## config.mk

```make
export PLATFORM = sky130hd
export DESIGN_NAME = psr_shift_register
export DESIGN_NICKNAME = d
export VERILOG_FILES = /design/src/shared/psr_pkg.sv /design/src/hw/psr_shift_register.sv
export VERILOG_INCLUDE_DIRS = /design/src /design/src/shared
export SDC_FILE = /design/constraint.sdc
export NUM_CORES = 1
export LEC_CHECK = 0
export BUFFER_PORTS_ARGS = -buffer_cell sky130_fd_sc_hd__clkbuf_2
export CAP_MARGIN = 20
export CORE_UTILIZATION = 25
export CTS_CLUSTER_DIAMETER = 40
export DETAILED_ROUTE_END_ITERATION = 16
export PLACE_DENSITY = 0.47
export SYNTH_ARGS = -nofsm -noshare
export SYNTH_HDL_FRONTEND = slang
export SYNTH_SLANG_ARGS = --single-unit
```

## constraint.sdc

```tcl
create_clock -name sys_clk -period 3.55 [get_ports sys_clk]
set_input_delay 0.5325 -clock sys_clk [delete_from_list [all_inputs] [get_ports sys_clk]]
set_output_delay 0.5325 -clock sys_clk [all_outputs]
set_load 0.01 [all_outputs]
```

## src/shared/psr_defs.svh

```systemverilog
// Summary of operation
// RULE1 - load low copies the eight parallel inputs into the stages
// RULE2 - load overrides clocking; stages follow parallel inputs while load low
// RULE3 - load high: each edge shifts serial input into stage 0, others move up; a full fifo holds one edge and drops later ones
// RULE4 - effective shift clock is the OR of both clock inputs
// RULE5 - either clock held high inhibits shifts; the other acts as enable
// RULE6 - inhibit rising while other clock low gives exactly one shift
// RULE7 - controller raises the inhibit only while the other clock is high; the inhibit() task raises clock b while clock a is low
// RULE8 - last stage drives true serial output and its inverse at all times
// RULE9 - controller holds load high to shift, releases it before first edge; test_load raises clock a while load is low
// RULE10 - synchronous form: load first, OR clock via a registered edge detect
`ifndef PSR_DEFS_SVH
`define PSR_DEFS_SVH
`define PSR_STAGES        8
`define PSR_FIFO_DEPTH    16
`define PSR_FIFO_WIDTH    1
`define PSR_STAGE_RESET   8'h00
`define PSR_CLK_PREV_RST  1'b1
`endif

```

## src/shared/psr_pkg.sv

```systemverilog
`include "psr_defs.svh"
package psr_pkg;
   typedef logic [`PSR_STAGES-1:0] psr_stages_t;

   typedef struct packed {
      psr_stages_t stage;
      logic        clk_or_prev;
      logic        pending;
   } psr_state_t;
endpackage : psr_pkg

```

## src/hw/psr_shift_register.sv

```systemverilog
`timescale 1ns/1ps
`include "psr_defs.svh"

module psr_fifo #(
   parameter int WIDTH = `PSR_FIFO_WIDTH,
   parameter int DEPTH = `PSR_FIFO_DEPTH
) (
   input  wire logic             sys_clk,
   input  wire logic             rst_b,
   input  wire logic             in_valid,
   output logic                  in_ready,
   input  wire logic [WIDTH-1:0] in_data,
   output logic                  out_valid,
   input  wire logic             out_ready,
   output logic      [WIDTH-1:0] out_data
);
   localparam int AW = $clog2(DEPTH);

   typedef struct packed {
      logic [DEPTH-1:0][WIDTH-1:0] mem;
      logic [AW-1:0]               wr_ptr;
      logic [AW-1:0]               rd_ptr;
      logic [AW:0]                 count;
   } psr_fifo_state_t;

   psr_fifo_state_t st_reg;
   psr_fifo_state_t st_next;
   logic            push;
   logic            pop;

   // pointers wrap by overflow, so only powers of two are served
   if (DEPTH < 2 || (1 << AW) != DEPTH || WIDTH < 1)
   begin : g_param_check
      $error("fifo depth must be a power of two >= 2, width >= 1");
   end

   assign in_ready  = (st_reg.count != (AW+1)'(DEPTH));
   assign out_valid = (st_reg.count != '0);
   assign out_data  = st_reg.mem[st_reg.rd_ptr];
   assign push      = in_valid & in_ready;
   assign pop       = out_valid & out_ready;

   always_comb
   begin
      st_next = st_reg;
      if (push)
      begin
         st_next.mem[st_reg.wr_ptr] = in_data;
         st_next.wr_ptr = st_reg.wr_ptr + AW'(1);
      end
      if (pop)
         st_next.rd_ptr = st_reg.rd_ptr + AW'(1);
      if (push && !pop)
         st_next.count = st_reg.count + (AW+1)'(1);
      else if (pop && !push)
         st_next.count = st_reg.count - (AW+1)'(1);
   end

   always_ff @(posedge sys_clk)
   begin
      if (!rst_b)
      begin
         st_reg.mem    <= '0;
         st_reg.wr_ptr <= '0;
         st_reg.rd_ptr <= '0;
         st_reg.count  <= '0;
      end
      else
         st_reg <= st_next;
   end
endmodule : psr_fifo

module psr_shift_register (
   input  wire logic                   sys_clk,
   input  wire logic                   rst_b,
   input  wire logic                   parallel_load_n,
   input  wire logic                   shift_clock_a,
   input  wire logic                   shift_clock_b,
   input  wire logic                   serial_in,
   input  wire psr_pkg::psr_stages_t   parallel_in,
   output logic                        serial_out,
   output logic                        serial_out_inverted,
   output logic                        shifted_valid,
   input  wire logic                   shifted_ready,
   output logic                        shifted_bit
);
   import psr_pkg::*;

   localparam int LAST = `PSR_STAGES - 1;

   psr_state_t  st_reg;
   psr_state_t  st_next;
   logic        clk_or;
   logic        rise;
   logic        shift_req;
   logic        do_shift;
   logic        fifo_in_ready;
   logic        last_bit;
   psr_stages_t shifted_stages;

   // the shift path needs a stage before the last one
   if (`PSR_STAGES < 2)
   begin : g_stage_check
      $error("shift register needs at least two stages");
   end

   assign clk_or = shift_clock_a | shift_clock_b; // [RULE4] [RULE5]
   // a rise of either input while the other is low counts as one edge
   assign rise   = clk_or & ~st_reg.clk_or_prev; // [RULE6] [RULE10]
   // an edge held while the fifo was full is served once; new edges before that merge into it
   assign shift_req = parallel_load_n & (rise | st_reg.pending);
   // a full fifo stalls the shift; one edge waits, further edges while full are dropped
   assign do_shift  = shift_req & fifo_in_ready;
   assign last_bit  = st_reg.stage[LAST];
   assign shifted_stages = {st_reg.stage[LAST-1:0], serial_in}; // [RULE3]

   always_comb
   begin
      st_next             = st_reg;
      st_next.clk_or_prev = clk_or;
      if (!parallel_load_n)
      begin
         // load wins and clears any waiting edge
         st_next.stage   = parallel_in; // [RULE1] [RULE2] [RULE10]
         st_next.pending = 1'b0; // [RULE2]
      end
      else if (do_shift)
      begin
         st_next.stage   = shifted_stages; // [RULE3]
         st_next.pending = 1'b0;
      end
      else if (rise)
         st_next.pending = 1'b1;
   end

   always_ff @(posedge sys_clk)
   begin
      if (!rst_b)
      begin
         st_reg.stage       <= `PSR_STAGE_RESET;
         // high at reset so a clock already high gives no false edge
         st_reg.clk_or_prev <= `PSR_CLK_PREV_RST;
         st_reg.pending     <= 1'b0;
      end
      else
         st_reg <= st_next;
   end

   assign serial_out          = last_bit; // [RULE8]
   assign serial_out_inverted = ~last_bit; // [RULE8]

   psr_fifo #(
      .WIDTH (`PSR_FIFO_WIDTH),
      .DEPTH (`PSR_FIFO_DEPTH)
   ) u_fifo (
      .sys_clk   (sys_clk),
      .rst_b     (rst_b),
      .in_valid  (shift_req),
      .in_ready  (fifo_in_ready),
      .in_data   (last_bit),
      .out_valid (shifted_valid),
      .out_ready (shifted_ready),
      .out_data  (shifted_bit)
   );
endmodule : psr_shift_register

```

==> results of run 1 <==
-- cell families (layout without fill, tap and decap cells) --
family / Yosys count / in the layout
compound gates: 35 / 35
xor+xnor: 7 / 7
fa+ha+maj: 10 / 10
buf+inv: 23 / 35
flops: 39 / 39
mux: 28 / 28
simple gates: 73 / 73
-- worst max path at each step --
stage | start | endpoint | slack [ns] | depth (start not counted)
after floorplan | parallel_load_n | u_fifo.st_reg[4]$_SDFFE_PN0P_ | 0.86 | 11
after global placement | parallel_load_n | u_fifo.st_reg[4]$_SDFFE_PN0P_ | 0.85 | 10
after detailed placement | parallel_load_n | u_fifo.st_reg[4]$_SDFFE_PN0P_ | 0.83 | 10
after CTS | u_fifo.st_reg[0]$_SDFFE_PN0P_ | u_fifo.st_reg[4]$_SDFFE_PN0P_ | 0.82 | 9
after global routing | u_fifo.st_reg[0]$_SDFFE_PN0P_ | u_fifo.st_reg[4]$_SDFFE_PN0P_ | 0.65 | 9
final | u_fifo.st_reg[0]$_SDFFE_PN0P_ | u_fifo.st_reg[4]$_SDFFE_PN0P_ | 0.82 | 9
-- layout make-up --
class | instances | share of cell area [%]
repair buffers | 19 | 4.19
flip-flops and latches | 39 | 33.5
clock buffers | 8 | 4.30
multi-input cells | 153 | 51.2
inverters | 8 | 1.29
well taps | 102 | 5.48
-- worst register-to-register path, cell delays in order (launching register included) --
cell and delay (ns):
sky130_fd_sc_hd__dfxtp_1 0.39, sky130_fd_sc_hd__or4_4 0.61, sky130_fd_sc_hd__o21ai_4 0.19, sky130_fd_sc_hd__ha_1 0.19
sky130_fd_sc_hd__inv_1 0.11, sky130_fd_sc_hd__fa_1 0.42, sky130_fd_sc_hd__a21o_1 0.17, sky130_fd_sc_hd__a21oi_1 0.17
sky130_fd_sc_hd__mux2i_1 0.23, sky130_fd_sc_hd__mux2i_1 0.18
-- cells in the mapped netlist, types with 6 or more instances --
master	count	area, µm²
sky130_fd_sc_hd__nand2_1	22	82.6
sky130_fd_sc_hd__nand3b_1	7	52.6
sky130_fd_sc_hd__a22oi_1	10	75.1
sky130_fd_sc_hd__xnor2_1	6	52.6
sky130_fd_sc_hd__clkbuf_1	8	30.0
sky130_fd_sc_hd__ha_1	9	113
sky130_fd_sc_hd__and2_1	6	37.5
sky130_fd_sc_hd__nand3_1	14	70.1
sky130_fd_sc_hd__a21boi_1	8	60.1
sky130_fd_sc_hd__dfxtp_1	39	781
sky130_fd_sc_hd__mux2i_1	26	260
sky130_fd_sc_hd__inv_1	8	30.0
-- metrics by stage --
stage / hold slack [ns] / setup WS [ns] / std cells / power [mW]
after floorplan: 0.435 / 0.858 / 215 / 0.754
after global placement: 0.446 / 0.846 / 321 / 0.815
after detailed placement: 0.453 / 0.833 / 321 / 0.815
after CTS: 0.425 / 0.820 / 329 / 1.15
after global routing: 0.447 / 0.648 / 329 / 1.21
final: 0.437 / 0.822 / 329 / 1.13
-- report_power, final --
part	internal, mW	leakage (nW)	switching (mW)
clock	0.177	0.0515	0.155
combinational	0.144	0.588	0.129
sequential	0.467	0.317	0.0592
-- metal layers --
layer  vias to the layer above  routed length (µm)  global-route usage, %
met3                         7                 141                   2.46
met4                         0                  84                   4.62
met5                         -                   0                      0
met2                        20                1750                   15.9
li1                        778                   -                      -
met1                       730                2240                   14.9
==> results list, run 1 <==
- For this block, the routed nets add up to 4.22 mm of wire.
- The clock tree synthesis step divided the H-tree into 2 levels.
- Drt pass-1 iters: 4
- Area of the placeable core: 7850 µm²
* Signed area change from the synthesized netlist to the final layout: 12.7%
* Portion of the post-synthesis area used by sequential elements: between 30% and 40%
* Number of buffers on the longest clock path: 2
* Count of max-cap constraint violations: 0
* Final number of hold-violating endpoints: 0
- Number of gates given a new drive strength after cts: 0
* Starting DRC count in detailed routing: 71
- Along the worst path, the maximum fanout reaches 5.
- Filler cells: 879
- Final ANT Viol Nets: 0
- STA classifies the critical path startpoint as a flop.
* Register area: just under 800 µm²
* Top library cells by usage in the layout, fill and taps aside: 39 x sky130_fd_sc_hd__dfxtp_1, 26 x sky130_fd_sc_hd__mux2i_1, 22 x sky130_fd_sc_hd__nand2_1, 18 x sky130_fd_sc_hd__clkbuf_2, 14 x sky130_fd_sc_hd__nand3_1
- Setup repair after global routing left no endpoint under its margin.
- For the pin with the worst max-slew slack, the measured transition is 0.822 ns.
- The wire-length estimate of the detail-placed layout is 2.85 mm.
- Count of antenna diodes in the layout: 0
* Length in cells of the worst reg-to-reg path: 9
- Number of antenna violations at the first check in global routing: 0
* Post-Synthesis Cell Area: approximately 2100 µm²
* Insertion delay to the later sink of the worst-skew pair: 0.29 ns
- In this run the power density over the cells is ~500 nW/µm².
- Clock tree synthesis inserted a total of 5 buffers.
- Number of synthesized flops with an enable pin: 0
- At the worst endpoint, the arrival time is between 2 and 3 ns.
- Post-Place Cell Area: 2230 µm²
- Summing the areas of all xor and xnor instances in the mapped netlist gives 2.97% of the synthesized area.
- In the final design database the tool counted 251 nets.
* Number of cell rows: 32
- FF-to-FF Start: u_fifo.st_reg[0]$_SDFFE_PN0P_
* YS warnings: 0
- The number of global-route vias before repair came to 1520.
* Mean instance size in the synthesized netlist: 9.61 µm²
- Post-layout minimum cycle time: 2.73 ns
- The clock net in this run drives a total of 39 sinks.
* Die width: 92.9 µm
- Die outline area: 8640 µm²
- Share of the core filled with cells: 29.7%
* Most frequently used flop master after synthesis: sky130_fd_sc_hd__dfxtp_1
* Via density per instance: 4.67
- Global routing used 10.8% of the available tracks across all layers.
- Number of storage elements in the synthesis netlist: 39
- The post-route netlist has 15.9% of its cells at a drive strength greater than 1.
- Worst path max stage delay: 0.61 ns
- After technology mapping, the gate count stands at around 220.
- Combinational family with the most area after synthesis: simple AND/OR/NAND/NOR gates
- Critical Path RT: roughly 3.8 ns
* Routed wire length per instance: 12.8 µm
- Along the worst hold path, the cell count comes to 3.
- Worst setup skew after layout: around 0.0075 ns
- On the critical path the largest part of the delay comes from simple AND/OR/NAND/NOR gates.
* Path category of the worst min-delay check: input port to flop
* Async set or reset register ratio after synthesis: 0%
- The tree is rooted in a sky130_fd_sc_hd__clkbuf_8.
* DRC viols: 0
* Synth Area in Simple Gates: 19.4%
* Critical Path Most Common Cell: sky130_fd_sc_hd__mux2i_1
- Final max-slew violation count: 0
- Clock input transition at the sequential cells of the worst setup and hold paths: 0.08 ns
- Synthesized netlist net count: 240
- The largest individual stage delay along the critical path comes from the cell sky130_fd_sc_hd__or4_4.
* Wire length of the first global-routing pass: between 7 and 8 mm
- Post-route fraction of the period consumed by the critical path: 76.9%
- Global-route congestion overflow total: 0
- R2r setup slk: 0.82 ns
* Hold_buf cts: 0
- Multiplexer share of the synthesized area: 14.8%
- STA classifies the critical path endpoint as a flop.
* Count of buffers added by post-CTS timing repair for setup: 0
* Peak supply drop: 131 µV
- Flip-flop count of the largest register after layout: 29
- The critical path in this run is classified as flop to flop.
- The synthesized netlist devotes 13.6% of its cell area to compound gates.
- Die boundary height: 92.9 µm
- In this run the most critical hold path is launched from shift_clock_a.
- In this run the tightest slew margin relative to its limit is 45.2%.
- CTS tree: done
- Number of distinct standard cells referenced by the synthesized netlist: 40
- 19 I/O pins were placed.
- Leading cell type in the layout, fill and taps excluded: sky130_fd_sc_hd__dfxtp_1
* Critical path, cell by cell: or4_4 > o21ai_4 > ha_1 > inv_1 > fa_1 > a21o_1 > a21oi_1 > mux2i_1 > mux2i_1
* Area taken by multi-input logic gates: 1190 µm²
* CP bufs+invs: 1
* Fraction of the mapped netlist area in adder cells: between 6 and 7%
* Worst min-delay path endpoint: st_reg[1]$_SDFF_PN1_
- Sum Neg Setup Slack: 0 ns
- Setup violations remaining at the end of the flow were counted as 0.
- In this run the critical register-to-register path is captured at u_fifo.st_reg[4]$_SDFFE_PN0P_.
- The flow ran to the end, and the final reports show no timing, DRC or antenna violations.
* Total number of vias: 1535
- Area of all placed cells without fillers: between 2000 and 2500 µm²
* Maximum clock frequency: 0.367 GHz
- Entering global routing, the biggest net connects 44 pins.
* # port buffers: 18
- Starting Density: about a quarter
- The analysis attributes to cell leakage a power of 0.957 nW.
- The congestion estimate from routability-driven global placement came to 0.691.
(Power assumes the default switching activity.)
==> run 2, diff against run 1 <==
Clock period 3.55 ns to 2.8 ns, I/O delays scaled along.
==> results list, run 2 (synthesis results as in run 1) <==
- The first-pass iteration count of the detailed router is 4 (unchanged).
- Critical Path AT: 2.84 ns (-0.12 ns)
- The number of H-tree levels came to 2 (unchanged).
- The biggest fanout along the worst timing path is 5 (unchanged).
- The later-pin clock latency in the skew report came to 0.29 ns (about the same).
- The number of failing setup endpoints in the final timing report came to 0 (unchanged).
* # port buffers: 18 (unchanged)
* Reported net switching power: 455 µW (+33%)
- The cell internal power dissipation is 1.02 mW (+30%).
- Area of the placeable core: 7850 µm² (unchanged)
- The overall routed net length was 4.38 mm (+3.7%).
* Fraction of power consumed by the clock network: 28.6% (-0.8 points)
- WS Path Type: flop to flop
- The logic gate share of total power was 27.1% (+3.0 points).
* Leakage component of the power: 0.982 nW (+2.6%)
- TritonCTS Buffers: 5 (unchanged)
- Power share of the sequential group: 44.2% (-2.3 points)
- The maximum VDD drop is 162 µV (+24%).
- The achievable clock frequency is 0.382 GHz (+4.1%).
- # IOs: 19 (unchanged)
* Number of antenna violations at the first check in global routing: 0 (unchanged)
* Routability congestion estimate: 0.662 (-4.1%)
- Count of max-cap constraint violations: 0 (unchanged)
- Final ANT Viol Nets: 0 (unchanged)
- Wire length of the first global-routing pass: 7.52 mm (+2.7%)
- The number of setup buffers added after CTS is 0 (unchanged).
- Number of gates given a new drive strength after cts: 0 (unchanged)
- Sum Neg Setup Slack: 0 ns (unchanged)
- Largest net degree at the start of global routing: 43 (-2.3%)
- Setup repair after global routing missed its margin: false
* Top library cells by usage in the layout, fill and taps aside: 39 x sky130_fd_sc_hd__dfxtp_1, 26 x sky130_fd_sc_hd__mux2i_1, 22 x sky130_fd_sc_hd__nand2_1, 18 x sky130_fd_sc_hd__clkbuf_2, 14 x sky130_fd_sc_hd__nand3_1
- The worst setup path is captured at a flop.
* Flip-flop count of the largest register after layout: 29 (unchanged)
* Global-route usage over all layers: 11.1% (+0.35 points)
* Signed area change from the synthesized netlist to the final layout: 14.5%
* Leading cell type in the layout, fill and taps excluded: sky130_fd_sc_hd__dfxtp_1
- Number of cell rows: 32 (unchanged)
- Run status: finished clean
- Die outline area: 8640 µm² (unchanged)
* Path category of the worst min-delay check: input port to flop
- The overall via count from detail_route came to 1533 (-0.13%).
* Global-route congestion overflow total: 0 (unchanged)
* Final number of hold-violating endpoints: 0 (unchanged)
- The number of buffers added to fix hold violations after cts came to 0 (unchanged).
- The initial DRC count came to 53 (-25%).
- The height of the die was 92.9 µm (unchanged).
* Area of all placed cells without fillers: 2370 µm² (+1.6%)
- HPWL after detailed placement: 3.02 mm (+6.2%)
* CTS tree: done
- Clock input transition at the sequential cells of the worst setup and hold paths: 0.08 ns (about the same)
* Final max-slew violation count: 0 (unchanged)
- Startpoint types: flop
- The fraction of final layout cells sized beyond drive strength 1 was 17.7% (+1.8 points).
- The via density per instance was 4.59 (-1.6%).
- Via count of the first global-routing pass: 1562 (+2.8%)
- Power Density: 626 nW/µm² (+29%)
- The maximum clock skew at final layout is 0.00756 ns (+0.0000941 ns).
* Die width: 92.9 µm (unchanged)
* Routed wire length per instance: 13.1 µm (+2.2%)
- The data required time of the critical path came to 3.02 ns (-0.76 ns).
- DRC viols: 0 (unchanged)
- The initial core utilization came to 26.3% (unchanged).
- The number of sinks handled by clock tree synthesis came to 39 (unchanged).
- In this run the clock root is driven by a sky130_fd_sc_hd__clkbuf_8.
* Switching power share of the total: 30.7% (+0.44 points)
- Post-layout minimum cycle time: 2.62 ns (-0.109 ns)
- The maximum count of clock buffers along a single path was 2 (unchanged).
- The antenna diode count was 0 (unchanged).
* Transition at the pin with the smallest max-transition slack: 0.555 ns (-0.267 ns)
* Worst max-slew margin expressed relative to the limit: 62.9% (+18 points)
- Post-Place Cell Area: 2270 µm² (+1.7%)
- Post-route fraction of the period consumed by the critical path: 93.6% (+17 points)
- Final net count: 256 (+2.0%)
[run 2: path summary, 6_finish.rpt]
kind                                    endpoint  slack (ns)                            from  cells past startpoint
hold / removal              st_reg[1]$_SDFF_PN1_        0.33                   shift_clock_a                      3
hold reg to reg   u_fifo.st_reg[21]$_SDFFE_PN0P_        0.46  u_fifo.st_reg[21]$_SDFFE_PN0P_                      2
setup reg to reg   u_fifo.st_reg[4]$_SDFFE_PN0P_        0.18   u_fifo.st_reg[2]$_SDFFE_PN0P_                      9
setup / recovery   u_fifo.st_reg[4]$_SDFFE_PN0P_        0.18   u_fifo.st_reg[2]$_SDFFE_PN0P_                      9
[run 2: layer usage]
layer	vias up	routed length (µm)	global-route usage [%]
met5	-	0	0
met3	2	154	2.71
li1	788	-	-
met1	716	2340	15.4
met4	0	40	4.23
met2	27	1840	16.5
[run 2: metrics by stage]
stage | std cells | power (mW) | util [%] | hold slack (ns) | setup slack, ns
floorplan | 215 | 0.957 | - | 0.435 | 0.221
global placement | 326 | 1.07 | 28.9 | 0.445 | 0.235
detailed placement | 326 | 1.07 | 28.9 | 0.452 | 0.198
CTS | 334 | 1.50 | 30.1 | 0.316 | 0.178
global route | 334 | 1.57 | 30.1 | 0.344 | 0.00685
finish | 334 | 1.48 | 30.1 | 0.327 | 0.180
[run 2: power by group through the flow]
stage          clock (mW)  sequential [mW]  combinational, mW
2_1_floorplan           0            0.642              0.315
3_3_place_gp            0            0.667              0.402
3_5_place_dp            0            0.669              0.404
4_1_cts             0.444            0.656              0.405
5_1_grt             0.464            0.662              0.444
6_report            0.423            0.655              0.402
[run 2: layout make-up]
type                            instances  area [µm²]
Fill cell                             856        5480
Multi-Input combinational cell        153        1190
Sequential cell                        39         781
Timing Repair Buffer                   24         135
Tap cell                              102         128
Clock buffer                            8         100
Inverter                                8        30.0
[run 2: critical path, stage by stage (launching register included)]
cell	delay [ns]
sky130_fd_sc_hd__dfxtp_1	0.37
sky130_fd_sc_hd__or4_4	0.54
sky130_fd_sc_hd__o21ai_4	0.20
sky130_fd_sc_hd__ha_1	0.19
sky130_fd_sc_hd__inv_1	0.10
sky130_fd_sc_hd__fa_1	0.42
sky130_fd_sc_hd__a21o_1	0.17
sky130_fd_sc_hd__a21oi_1	0.16
sky130_fd_sc_hd__mux2i_1	0.23
sky130_fd_sc_hd__mux2i_1	0.18
